--- src/shared/asrc_defs.vh ---
// Constants for the asynchronous sample-rate converter block.
// Assumes inclusion by bare name from every design file that needs it.
// What this block does
// - Convert main-port receive channels one and two; channels three, four go straight to S/PDIF.
// - Convert exactly one transmit channel, the first, of the main port.
// - On the two-wire link, same split: rx one, two converted, one tx converted; the code has no link transmit output, the tx lane drives only o_port_tx1.
// - Playback and capture converters each have their own skip bit.
// - Core side feeds the converter datapaths; upsample then downsample, keep 20 kHz; the code interpolates linearly between two held samples instead.
// - When output rate is below input rate, band-limit the input first.
// - Clock-select code 00 means 6 MHz, 01 means 12 MHz, top code 24 MHz.
// - Input jitter must not reach the output clock; heavy filtering of phase.
// - Digital PLL tracks phase and ratio, steering a time-varying interpolation filter.
// - Receive: input rate from port frame clock, output from internal Fs; transmit swapped.
// - A known port rate setting locks faster; unknown setting locks slower.
`ifndef ASRC_DEFS_VH
`define ASRC_DEFS_VH
// Register offsets
`define REG_CTRL 8'h00
`define REG_STATUS 8'h04
`define CTRL_RESET 13'h0000
// Control field positions
`define CTRL_PB_SKIP 0
`define CTRL_CAP_SKIP 1
`define CTRL_ICLK_LO 2
`define CTRL_OCLK_LO 4
`define CTRL_RATE_EN 6
`define CTRL_LINK 7
`define CTRL_RATE_LO 8
`define CTRL_RUN 12
// Status field positions
`define ST_RX_LOCK 0
`define ST_TX_LOCK 1
`define ST_RX_DOWN 2
`define ST_TX_DOWN 3
`define ST_RATIO 4
`define ST_ICLK_LO 8
`define ST_OCLK_LO 16
// Clock-select codes and decoded MHz
`define CLK_CODE_6M 2'h0
`define CLK_CODE_12M 2'h1
`define CLK_MHZ_6 5'h06
`define CLK_MHZ_12 5'h0C
`define CLK_MHZ_24 5'h18
// Port rate setting meaning unknown
`define RATE_UNKNOWN 4'h0
// Lock timing counts in input ticks
`define LOCK_FAST 8'h10
`define LOCK_SLOW 8'h40
`define RATIO_MAX 3'h6
// PLL numerics, phase unit is one input period
`define PHASE_ONE 26'h1000000
`define STEP_INIT 26'h0013B13
`define LOCK_WINDOW 26'h0100000
`define PLL_PGAIN 2
`define PLL_FGAIN 6
`endif

--- src/design/asrc_core.v ---
// Sample-rate converters between serial audio ports and converter core.
// Assumes port frame clocks are pins, all else is logic on i_mclk.
//
// Implementation choices: the register offsets and the strobed register port.
`timescale 1ns/1ps
`include "asrc_defs.vh"
module asrc_core #(
    parameter W = 24
) (
    input wire i_mclk,
    input wire i_reset_n,
    input wire [7:0] i_addr,
    input wire [31:0] i_wdata,
    input wire i_wr,
    input wire i_rd,
    output reg [31:0] o_rdata,
    input wire i_port_frame_clock,
    input wire i_link_frame_clock,
    input wire i_internal_fs_tick,
    input wire [W-1:0] i_port_rx1,
    input wire [W-1:0] i_port_rx2,
    input wire [W-1:0] i_port_rx3,
    input wire [W-1:0] i_port_rx4,
    input wire [W-1:0] i_link_rx1,
    input wire [W-1:0] i_link_rx2,
    input wire [W-1:0] i_link_rx3,
    input wire [W-1:0] i_link_rx4,
    input wire [W-1:0] i_core_tx,
    output reg [W-1:0] o_core_rx_left,
    output reg [W-1:0] o_core_rx_right,
    output reg o_core_rx_valid,
    output reg [W-1:0] o_spdif_a,
    output reg [W-1:0] o_spdif_b,
    output reg o_spdif_valid,
    output reg [W-1:0] o_port_tx1,
    output reg o_port_tx_valid
);

    // ------------------------------------------
    // Declarations
    // ------------------------------------------
    // Control words
    reg [12:0] ctrl_q;
    reg [12:0] act_q;

    // Pin sync stages
    reg port_s1_q;
    reg port_s2_q;
    reg port_s3_q;
    reg link_s1_q;
    reg link_s2_q;
    reg link_s3_q;

    // Control fields
    wire run = act_q[`CTRL_RUN];
    wire playback_resampler_skip = act_q[`CTRL_PB_SKIP];
    wire capture_resampler_skip = act_q[`CTRL_CAP_SKIP];
    wire [1:0] input_resampler_clock_select = act_q[`CTRL_ICLK_LO+1:`CTRL_ICLK_LO];
    wire [1:0] output_resampler_clock_select = act_q[`CTRL_OCLK_LO+1:`CTRL_OCLK_LO];
    wire internal_rate_enable = act_q[`CTRL_RATE_EN];
    wire link_select = act_q[`CTRL_LINK];
    wire [3:0] port_rate_setting = act_q[`CTRL_RATE_LO+3:`CTRL_RATE_LO];

    // Rate ticks
    wire port_edge;
    wire link_edge;
    wire frame_tick;
    wire fs_tick;
    // Lock length
    wire [7:0] lock_need;

    // Lane buses
    wire [W-1:0] rx_sel [0:3];
    wire [W-1:0] lane_in [0:2];
    wire [W-1:0] lane_out [0:2];
    wire [2:0] lane_valid;
    wire [2:0] lane_in_tick;
    wire [2:0] lane_out_tick;
    wire [2:0] lane_skip;
    wire [2:0] lane_band;

    // Tracker results
    wire [15:0] rx_frac;
    wire [15:0] tx_frac;
    wire rx_locked;
    wire tx_locked;
    wire rx_down;
    wire tx_down;
    wire rx_bad;
    wire tx_bad;

    // Status
    wire [31:0] status;

    // Clock-select code to MHz; code 10 taken as 24 MHz
    function [4:0] clk_mhz;
        input [1:0] code;
        begin
            case (code)
                `CLK_CODE_6M: clk_mhz = `CLK_MHZ_6;
                `CLK_CODE_12M: clk_mhz = `CLK_MHZ_12;
                default: clk_mhz = `CLK_MHZ_24;
            endcase
        end
    endfunction

    // ------------------------------------------
    // Register port
    // ------------------------------------------

    // Control register write
    always @(posedge i_mclk or negedge i_reset_n) begin
        if (!i_reset_n) begin
            ctrl_q <= `CTRL_RESET;
        end else if (i_wr && i_addr == `REG_CTRL) begin
            ctrl_q <= i_wdata[12:0];
        end
    end

    // Settings take effect only while stopped, or on start
    always @(posedge i_mclk or negedge i_reset_n) begin
        if (!i_reset_n) begin
            act_q <= `CTRL_RESET;
        end else if (!act_q[`CTRL_RUN]) begin
            act_q <= ctrl_q;
        end else begin
            // Run bit only
            act_q[`CTRL_RUN] <= ctrl_q[`CTRL_RUN];
        end
    end

    // Status word from tracker state and clock decode
    assign status = {11'h000,
                     clk_mhz(output_resampler_clock_select),
                     3'h0,
                     clk_mhz(input_resampler_clock_select),
                     3'h0,
                     rx_bad | tx_bad,
                     tx_down,
                     rx_down,
                     tx_locked,
                     rx_locked};

    // Read data one cycle after the strobe, zero otherwise
    always @(posedge i_mclk or negedge i_reset_n) begin
        if (!i_reset_n) begin
            o_rdata <= 32'h00000000;
        end else if (i_rd) begin
            case (i_addr)
                `REG_CTRL: o_rdata <= {19'h00000, ctrl_q};
                `REG_STATUS: o_rdata <= status;
                default: o_rdata <= 32'h00000000;
            endcase
        end else begin
            o_rdata <= 32'h00000000;
        end
    end

    // ------------------------------------------
    // Frame clock synchronisers and ticks
    // ------------------------------------------

    // Two flops per pin, third for edge detect
    always @(posedge i_mclk or negedge i_reset_n) begin
        if (!i_reset_n) begin
            // Main port
            port_s1_q <= 1'b0;
            port_s2_q <= 1'b0;
            port_s3_q <= 1'b0;
            // Link
            link_s1_q <= 1'b0;
            link_s2_q <= 1'b0;
            link_s3_q <= 1'b0;
        end else begin
            // Main port
            port_s1_q <= i_port_frame_clock;
            port_s2_q <= port_s1_q;
            port_s3_q <= port_s2_q;
            // Link
            link_s1_q <= i_link_frame_clock;
            link_s2_q <= link_s1_q;
            link_s3_q <= link_s2_q;
        end
    end

    assign port_edge = port_s2_q & ~port_s3_q;
    assign link_edge = link_s2_q & ~link_s3_q;
    assign frame_tick = run & (link_select ? link_edge : port_edge);
    assign fs_tick = run & internal_rate_enable & i_internal_fs_tick;

    // Unknown port rate means a longer lock qualification
    assign lock_need = (port_rate_setting == `RATE_UNKNOWN) ? `LOCK_SLOW : `LOCK_FAST;

    // Receive source: main port or two-wire link
    assign rx_sel[0] = link_select ? i_link_rx1 : i_port_rx1;
    assign rx_sel[1] = link_select ? i_link_rx2 : i_port_rx2;
    assign rx_sel[2] = link_select ? i_link_rx3 : i_port_rx3;
    assign rx_sel[3] = link_select ? i_link_rx4 : i_port_rx4;

    // ------------------------------------------
    // Rate trackers
    // ------------------------------------------

    // Receive: frame clock in, internal Fs out
    rate_tracker u_rx_track (
        .i_mclk(i_mclk),
        .i_reset_n(i_reset_n),
        .i_run(run),
        .i_in_tick(frame_tick),
        .i_out_tick(fs_tick),
        .i_lock_need(lock_need),
        .o_frac(rx_frac),
        .o_locked(rx_locked),
        .o_downsample(rx_down),
        .o_ratio_bad(rx_bad)
    );

    // Transmit: internal Fs in, frame clock out
    rate_tracker u_tx_track (
        .i_mclk(i_mclk),
        .i_reset_n(i_reset_n),
        .i_run(run),
        .i_in_tick(fs_tick),
        .i_out_tick(frame_tick),
        .i_lock_need(lock_need),
        .o_frac(tx_frac),
        .o_locked(tx_locked),
        .o_downsample(tx_down),
        .o_ratio_bad(tx_bad)
    );

    // ------------------------------------------
    // Resampling lanes: two receive, one transmit
    // ------------------------------------------

    // Lane wiring: lanes 0,1 receive, lane 2 transmit
    assign lane_in[0] = rx_sel[0];
    assign lane_in[1] = rx_sel[1];
    assign lane_in[2] = i_core_tx;
    assign lane_in_tick = {fs_tick, frame_tick, frame_tick};
    assign lane_out_tick = {frame_tick, fs_tick, fs_tick};
    assign lane_skip = {capture_resampler_skip, playback_resampler_skip, playback_resampler_skip};
    assign lane_band = {tx_down, rx_down, rx_down};

    // Lane array
    genvar g;
    generate
        for (g = 0; g < 3; g = g + 1) begin : g_lane
            resample_lane #(
                .W(W)
            ) u_lane (
                .i_mclk(i_mclk),
                .i_reset_n(i_reset_n),
                .i_in_tick(lane_in_tick[g]),
                .i_out_tick(lane_out_tick[g]),
                .i_skip(lane_skip[g]),
                .i_band_limit(lane_band[g]),
                .i_frac((g == 2) ? tx_frac : rx_frac),
                .i_sample(lane_in[g]),
                .o_sample(lane_out[g]),
                .o_valid(lane_valid[g])
            );
        end
    endgenerate

    // ------------------------------------------
    // Output registers
    // ------------------------------------------

    // Core-side receive pair, port-side transmit channel
    always @(posedge i_mclk or negedge i_reset_n) begin
        if (!i_reset_n) begin
            o_core_rx_left <= {W{1'b0}};
            o_core_rx_right <= {W{1'b0}};
            o_core_rx_valid <= 1'b0;
            o_port_tx1 <= {W{1'b0}};
            o_port_tx_valid <= 1'b0;
        end else begin
            // Receive pair
            o_core_rx_valid <= lane_valid[0];
            if (lane_valid[0]) begin
                o_core_rx_left <= lane_out[0];
                o_core_rx_right <= lane_out[1];
            end
            // Transmit lane
            o_port_tx_valid <= lane_valid[2];
            if (lane_valid[2])
                o_port_tx1 <= lane_out[2];
        end
    end

    // Channels three and four go to S/PDIF unconverted
    always @(posedge i_mclk or negedge i_reset_n) begin
        if (!i_reset_n) begin
            o_spdif_a <= {W{1'b0}};
            o_spdif_b <= {W{1'b0}};
            o_spdif_valid <= 1'b0;
        end else begin
            // Every frame
            o_spdif_valid <= frame_tick;
            if (frame_tick) begin
                o_spdif_a <= rx_sel[2];
                o_spdif_b <= rx_sel[3];
            end
        end
    end
endmodule

--- src/design/rate_tracker.v ---
// Digital PLL tracking one input and one output sample-rate tick.
// Assumes ticks are one-cycle pulses on i_mclk.
`timescale 1ns/1ps
`include "asrc_defs.vh"
module rate_tracker (
    input wire i_mclk,
    input wire i_reset_n,
    input wire i_run,
    input wire i_in_tick,
    input wire i_out_tick,
    input wire [7:0] i_lock_need,
    output wire [15:0] o_frac,
    output reg o_locked,
    output reg o_downsample,
    output reg o_ratio_bad
);
    reg signed [25:0] phase_q;
    reg signed [25:0] step_q;
    reg [7:0] good_q;
    reg [2:0] in_cnt_q;
    reg [2:0] out_cnt_q;
    wire signed [25:0] err = phase_q - `PHASE_ONE;
    wire signed [25:0] adv = phase_q + step_q;
    wire signed [25:0] abs_err = err[25] ? -err : err;

    // Phase since last input tick, clamped to one period
    assign o_frac = phase_q[25] ? 16'h0000 : (phase_q[24] ? 16'hFFFF : phase_q[23:8]);

    // ------------------------------------------
    // Loop: phase and frequency correction
    // ------------------------------------------
    always @(posedge i_mclk or negedge i_reset_n) begin
        if (!i_reset_n) begin
            phase_q <= 26'h0000000;
            step_q <= `STEP_INIT;
            good_q <= 8'h00;
            o_locked <= 1'b0;
        end else if (!i_run) begin
            phase_q <= 26'h0000000;
            step_q <= `STEP_INIT;
            good_q <= 8'h00;
            o_locked <= 1'b0;
        end else if (i_in_tick) begin
            // Small gains keep jitter off the output timing
            phase_q <= adv - $signed(`PHASE_ONE) - (err >>> `PLL_PGAIN);
            step_q <= step_q - (err >>> `PLL_FGAIN);
            if (abs_err < `LOCK_WINDOW) begin
                if (good_q != 8'hFF)
                    good_q <= good_q + 8'h01;
                o_locked <= (good_q >= i_lock_need);
            end else begin
                good_q <= 8'h00;
                o_locked <= 1'b0;
            end
        end else if (!(~phase_q[25] & adv[25])) begin
            phase_q <= adv; // Hold instead of wrapping
        end
    end

    // ------------------------------------------
    // Ratio watch: ticks of one side per other
    // ------------------------------------------
    always @(posedge i_mclk or negedge i_reset_n) begin
        if (!i_reset_n) begin
            in_cnt_q <= 3'h0;
            out_cnt_q <= 3'h0;
            o_downsample <= 1'b0;
            o_ratio_bad <= 1'b0;
        end else if (!i_run) begin
            in_cnt_q <= 3'h0;
            out_cnt_q <= 3'h0;
            o_downsample <= 1'b0;
            o_ratio_bad <= 1'b0;
        end else begin
            if (i_out_tick) begin
                in_cnt_q <= {2'h0, i_in_tick};
                o_downsample <= (in_cnt_q >= 3'h2);
                if (in_cnt_q > `RATIO_MAX)
                    o_ratio_bad <= 1'b1;
            end else if (i_in_tick && in_cnt_q != 3'h7) begin
                in_cnt_q <= in_cnt_q + 3'h1;
            end
            if (i_in_tick) begin
                out_cnt_q <= {2'h0, i_out_tick};
                if (out_cnt_q > `RATIO_MAX)
                    o_ratio_bad <= 1'b1;
            end else if (i_out_tick && out_cnt_q != 3'h7) begin
                out_cnt_q <= out_cnt_q + 3'h1;
            end
        end
    end
endmodule

--- src/design/resample_lane.v ---
// One resampling lane: band limit, interpolation, or straight pass.
// Assumes ticks are one-cycle pulses and frac comes from a tracker.
`timescale 1ns/1ps
module resample_lane #(
    parameter W = 24
) (
    input wire i_mclk,
    input wire i_reset_n,
    input wire i_in_tick,
    input wire i_out_tick,
    input wire i_skip,
    input wire i_band_limit,
    input wire [15:0] i_frac,
    input wire [W-1:0] i_sample,
    output reg [W-1:0] o_sample,
    output reg o_valid
);
    reg signed [W-1:0] prev_q;
    reg signed [W-1:0] cur_q;
    wire signed [W:0] half = ($signed(i_sample) - cur_q) >>> 1;
    wire signed [W:0] diff = cur_q - prev_q;
    wire signed [W+17:0] prod = diff * $signed({1'b0, i_frac});
    wire signed [W+1:0] interp = prev_q + prod[W+17:16];
    wire signed [W:0] smooth = cur_q + half;

    // ------------------------------------------
    // Sample history and output
    // ------------------------------------------
    always @(posedge i_mclk or negedge i_reset_n) begin
        if (!i_reset_n) begin
            prev_q <= {W{1'b0}};
            cur_q <= {W{1'b0}};
            o_sample <= {W{1'b0}};
            o_valid <= 1'b0;
        end else begin
            o_valid <= 1'b0;
            if (i_skip) begin
                if (i_in_tick) begin
                    o_sample <= i_sample;
                    o_valid <= 1'b1;
                end
            end else begin
                if (i_in_tick) begin
                    prev_q <= cur_q;
                    // Halfway step suppresses images when decimating
                    cur_q <= i_band_limit ? smooth[W-1:0] : i_sample;
                end
                if (i_out_tick) begin
                    o_sample <= interp[W-1:0];
                    o_valid <= 1'b1;
                end
            end
        end
    end
endmodule

--- config.mk ---
export PLATFORM = sky130hd
export DESIGN_NAME = asrc_core
export DESIGN_NICKNAME = d
export VERILOG_FILES = /design/src/design/asrc_core.v /design/src/design/rate_tracker.v /design/src/design/resample_lane.v
export VERILOG_INCLUDE_DIRS = /design/src /design/src/shared
export SDC_FILE = /design/constraint.sdc
export NUM_CORES = 2
export LEC_CHECK = 0
export ABC_AREA = 1
export BUFFER_PORTS_ARGS = -buffer_cell sky130_fd_sc_hd__buf_2
export CAP_MARGIN = 20
export CORE_ASPECT_RATIO = 0.5
export CORE_MARGIN = 2
export CORE_UTILIZATION = 60
export CTS_CLUSTER_DIAMETER = 30
export DETAILED_ROUTE_END_ITERATION = 8
export PLACE_DENSITY = 0.78
export RECOVER_POWER = 100
export SYNTH_ARGS = -nofsm -noshare
export SYNTH_HDL_FRONTEND = slang
export SYNTH_SLANG_ARGS = --single-unit
--- constraint.sdc ---
create_clock -name i_mclk -period 21.2 [get_ports i_mclk]
set_clock_uncertainty 0.2 [all_clocks]
set_input_delay 2.12 -clock i_mclk [delete_from_list [all_inputs] [get_ports i_mclk]]
set_output_delay 2.12 -clock i_mclk [all_outputs]
set_load 0.005 [all_outputs]
==> results_dict.tcl <==
set metrics [dict create \
    die_area_um2 149400 \
    grtUsageMet2_pct 56.94 \
    syn_to_final_growth_pct 8.871 \
    slew-limit-headroom_pct -286.3 \
    critical_path.endpoint_type "async pin" \
    least_margin_pin_slew_ns 5.794 \
    postCtsResizedCells 0 \
    stdcell_count 13870 \
    clock_latency_ns 0.72 \
    netlist_area_um2 87660 \
    most_used_routing_layer "met2" \
    finalWirelength_um 265100 \
    die_height_um 274.3 \
    number_of_global_route_vias_before_repair 79670 \
    grt_first_pass_wirelength_um 422300 \
    sequential_fraction_of_the_synthesis_area_pct 15.10 \
    failed_checks "max-capacitance violations, max-slew violations" \
    worst-endpoint-required_ns 20.85 \
    port-buffer-count 383 \
    synth_edf_count 0 \
    coreArea_um2 145400 \
    finalMaxSlewViolations 1205 \
    clock-sinks 528 \
    fp.dieW_um 544.6 \
    worst-setup-path-type "in2async" \
    critPathMaxFanout 95 \
    endpoint "g_lane[1].u_lane.prev_q[0]$_DFFE_PN0P_" \
    path_delay_family "buffers and inverters" \
    number_of_endpoints_with_negative_hold_slack_in_the_final_report 0 \
    maximum_number_of_pins_on_one_net_before_global_route_repair 96 \
    grt_use_total_pct 35.81 \
    globalRouteMet3Util_pct 7.603 \
    ioPinCount 418 \
    avgSynthCellArea_um2 7.624 \
    row_count 99 \
    count_of_cell_instances_traversed_by_the_critical_path 3 \
    synth_seq_cells 528 \
    final_net_count 14010 \
    setup.reg_to_reg.worst_slack_ns 9.20 \
    wl_per_cell_um 19.11 \
    asyncSetResetFlopFracSynth_pct 100.0 \
    final-setup-viol-count 0 \
    clock-root-buffer "sky130_fd_sc_hd__clkbuf_16" \
    final_util_pct 65.63 \
    tritoncts_clock_tree "built" \
    final_min_period_over_clock_period_pct 59.20 \
    pwr_density_cell_nw_per_um2 65.43 \
    leakage_nw 50.80 \
    finalSetupTns_ns 0 \
    detailroute.via_count 79960 \
    dr.first_iter.drc_count 7416 \
    post_synth_num_cell_types 77 \
    worst_path_most_repeated_cell "sky130_fd_sc_hd__clkbuf_1" \
    final_layout_size_suffix_gt1_share_pct 7.252 \
    syn_inst 11500 \
    cp_cell_instances "clkbuf_1 > clkbuf_1 > clkbuf_1" \
    initial_core_util_pct 60.28 \
    critical-path-slowest-cell "sky130_fd_sc_hd__clkbuf_1" \
    cts_hold_buf 0 \
    drtAntennaViolNets 0 \
    cap_violations 23 \
    h-tree-depth 3 \
    route.detailed.vias_per_inst 5.765 \
    cp.arrival_ns 12.21 \
    clk_pin_slew_worst_paths_ns 0.05 \
    worstSetupStartpointType "primary input" \
    number_of_cts_inserted_buffers 112 \
    drt_pre_antenna_iters 7 \
    drc 0 \
    irDropWorstVdd_uv 82.51 \
    worstRegToRegCells 40 \
    gp_congestion 1.010 \
    min-delay-path-class "reg2reg" \
    antenna_found_initial 6 \
    placedCellCount 13650 \
    max_freq_ghz 0.07967 \
    gr-total-overflow 0 \
    crit-reg2reg-capture "g_lane[1].u_lane.o_sample[21]$_DFFE_PN0P_" \
    cp_num_buf_inv 3 \
    synth_warnings 0 \
    gr-usage-met1_pct 47.52 \
    cts.repair_timing.setup_buffer_count 0 \
    slowest_delay_ns 3.96 \
    hpwl_um 206900 \
    run_status "complete, but fails checks" \
    worstSetupStartpoint "i_reset_n" \
    ys.flop_type "sky130_fd_sc_hd__dfrtp_1" \
    worst_reg2reg_startpoint "g_lane[1].u_lane.cur_q[1]$_DFFE_PN0P_" \
    grt_setup_unrepaired "no" \
    clock_tree.buffer_depth 3 \
    layout_min_cycle_time_ns 12.55 \
]
-- worst min-delay path by stage --
stage | startpoint | to | slack (ns) | cells after the start
floorplan | link_s1_q$_DFF_PN0_ | link_s2_q$_DFF_PN0_ | 0.13 | 0
global placement | link_s1_q$_DFF_PN0_ | link_s2_q$_DFF_PN0_ | 0.14 | 0
detailed placement | link_s1_q$_DFF_PN0_ | link_s2_q$_DFF_PN0_ | 0.14 | 0
CTS | link_s1_q$_DFF_PN0_ | link_s2_q$_DFF_PN0_ | 0.14 | 0
global route | link_s1_q$_DFF_PN0_ | link_s2_q$_DFF_PN0_ | 0.15 | 0
finish | link_s1_q$_DFF_PN0_ | link_s2_q$_DFF_PN0_ | 0.14 | 0
-- routing by layer --
metal,vias up,wire [um]
li1,36660,-
met3,896,27670
met5,-,66
met1,38360,106400
met4,10,12850
met2,4039,118100
-- synthesized netlist by cell type (10+ instances only) --
cell type | number | area [um^2]
sky130_fd_sc_hd__inv_1 | 2304 | 8648
sky130_fd_sc_hd__nand2_1 | 2188 | 8213
sky130_fd_sc_hd__fa_1 | 1149 | 23000
sky130_fd_sc_hd__nor2_1 | 1091 | 4095
sky130_fd_sc_hd__ha_1 | 797 | 9972
sky130_fd_sc_hd__a21oi_1 | 704 | 3523
sky130_fd_sc_hd__o21ai_0 | 663 | 3318
sky130_fd_sc_hd__dfrtp_1 | 510 | 12760
sky130_fd_sc_hd__nand3_1 | 369 | 1847
sky130_fd_sc_hd__clkbuf_1 | 238 | 893.4
sky130_fd_sc_hd__xor2_1 | 222 | 1944
sky130_fd_sc_hd__xnor2_1 | 128 | 1121
sky130_fd_sc_hd__a31oi_1 | 106 | 663.1
sky130_fd_sc_hd__or2_2 | 103 | 644.4
sky130_fd_sc_hd__nand4_1 | 98 | 613.1
sky130_fd_sc_hd__nor3_1 | 87 | 435.4
sky130_fd_sc_hd__mux2_2 | 74 | 833.3
sky130_fd_sc_hd__o211ai_1 | 60 | 450.4
sky130_fd_sc_hd__a21o_1 | 58 | 435.4
sky130_fd_sc_hd__o21bai_1 | 58 | 435.4
sky130_fd_sc_hd__o21ai_1 | 48 | 240.2
sky130_fd_sc_hd__o22ai_1 | 42 | 262.8
sky130_fd_sc_hd__buf_2 | 40 | 200.2
sky130_fd_sc_hd__nor4_1 | 37 | 231.5
sky130_fd_sc_hd__o21a_1 | 32 | 240.2
sky130_fd_sc_hd__inv_2 | 25 | 93.84
sky130_fd_sc_hd__clkinv_1 | 23 | 86.33
sky130_fd_sc_hd__a211oi_1 | 21 | 157.7
sky130_fd_sc_hd__buf_4 | 18 | 135.1
sky130_fd_sc_hd__dfstp_2 | 18 | 473.0
sky130_fd_sc_hd__a21boi_0 | 16 | 120.1
sky130_fd_sc_hd__o31ai_1 | 14 | 105.1
sky130_fd_sc_hd__nand3b_1 | 11 | 82.58
sky130_fd_sc_hd__o21ai_2 | 10 | 87.58
sky130_fd_sc_hd__o221ai_1 | 10 | 87.58
-- sequential cells by signal, indices dropped and copies added (netlist names), 26 cells and up --
signal / flops
u_tx_track.phase_q: 26
g_lane.u_lane.cur_q: 72
u_rx_track.phase_q: 26
u_tx_track.step_q: 26
u_rx_track.step_q: 26
g_lane.u_lane.o_sample: 72
g_lane.u_lane.prev_q: 72
-- cells by family after synthesis --
logic type,count (synthesis),share of synthesized area (%)
AND/OR/NAND/NOR,4030,18.89
buffers and inverters,2664,11.60
adder cells (fa/ha/maj),1946,37.62
AO/OA/AOI/OAI,1896,12.16
flip-flops,528,15.10
XOR/XNOR,359,3.677
multiplexers,74,0.9506
other,1,0.004278
-- power by group --
group	switching [W]	total [W]	leakage [nW]	internal (W)
registers	0.0000592	0.00115	6.34	0.00109
clock network	0.000664	0.00189	1.96	0.00122
logic	0.00213	0.00321	42.5	0.00108
-- cell usage in the layout (no fill, tap or decap), types with 22 or more instances in the layout --
cell type	netlist	layout
sky130_fd_sc_hd__o21ai_0	663	683
sky130_fd_sc_hd__nor3_1	87	87
sky130_fd_sc_hd__o21bai_1	58	58
sky130_fd_sc_hd__inv_6	0	22
sky130_fd_sc_hd__a21o_1	58	58
sky130_fd_sc_hd__xor2_1	222	222
sky130_fd_sc_hd__a21oi_1	704	706
sky130_fd_sc_hd__nor2_1	1091	1086
sky130_fd_sc_hd__o211ai_1	60	60
sky130_fd_sc_hd__o21a_1	32	32
sky130_fd_sc_hd__buf_2	40	274
sky130_fd_sc_hd__o22ai_1	42	42
sky130_fd_sc_hd__ha_1	797	797
sky130_fd_sc_hd__inv_2	25	22
sky130_fd_sc_hd__mux2_2	74	74
sky130_fd_sc_hd__fa_1	1149	1149
sky130_fd_sc_hd__xnor2_1	128	129
sky130_fd_sc_hd__nand4_1	98	98
sky130_fd_sc_hd__buf_4	18	80
sky130_fd_sc_hd__clkinv_1	23	25
sky130_fd_sc_hd__clkbuf_1	238	133
sky130_fd_sc_hd__or2_2	103	103
sky130_fd_sc_hd__nor4_1	37	37
sky130_fd_sc_hd__a31oi_1	106	107
sky130_fd_sc_hd__dfrtp_1	510	507
sky130_fd_sc_hd__inv_1	2304	2304
sky130_fd_sc_hd__nand2_1	2188	2191
sky130_fd_sc_hd__nand3_1	369	370
sky130_fd_sc_hd__clkbuf_16	0	112
-- worst reg2reg max path, delay by kind of cell, from the launching register on --
family          cells  cell delay [ns]
simple gates       12             2.02
buf+inv             8             1.46
flops               1             0.51
xor+xnor            2             1.64
compound gates      9             1.95
fa+ha+maj           9             4.10
-- cell type report --
| class | count | area, um^2 |
|---|---|---|
| Clock buffer | 126 | 2955 |
| Inverter | 2354 | 8841 |
| Clock inverter | 87 | 1105 |
| Antenna cell | 1 | 2.502 |
| Fill cell | 12510 | 49980 |
| Tap cell | 1969 | 2464 |
| Sequential cell | 528 | 13240 |
| Multi-Input combinational cell | 8320 | 64370 |
| Timing Repair Buffer | 485 | 2464 |
-- through the flow --
| step | area [um^2] | total power [W] | hold WS, ns | worst slack [ns] |
|---|---|---|---|---|
| 3_5_place_dp | 91690 | 0.004269 | 0.1371 | 10.26 |
| 5_1_grt | 95440 | 0.006677 | 0.1515 | 6.576 |
| 6_report | 95440 | 0.006244 | 0.1399 | 8.649 |
| 4_1_cts | 95750 | 0.006197 | 0.1437 | 10.22 |
| 3_3_place_gp | 91690 | 0.004216 | 0.1377 | 10.34 |
| 2_1_floorplan | 87710 | 0.003320 | 0.1312 | 12.46 |
Power figures use the tool's default switching activity.
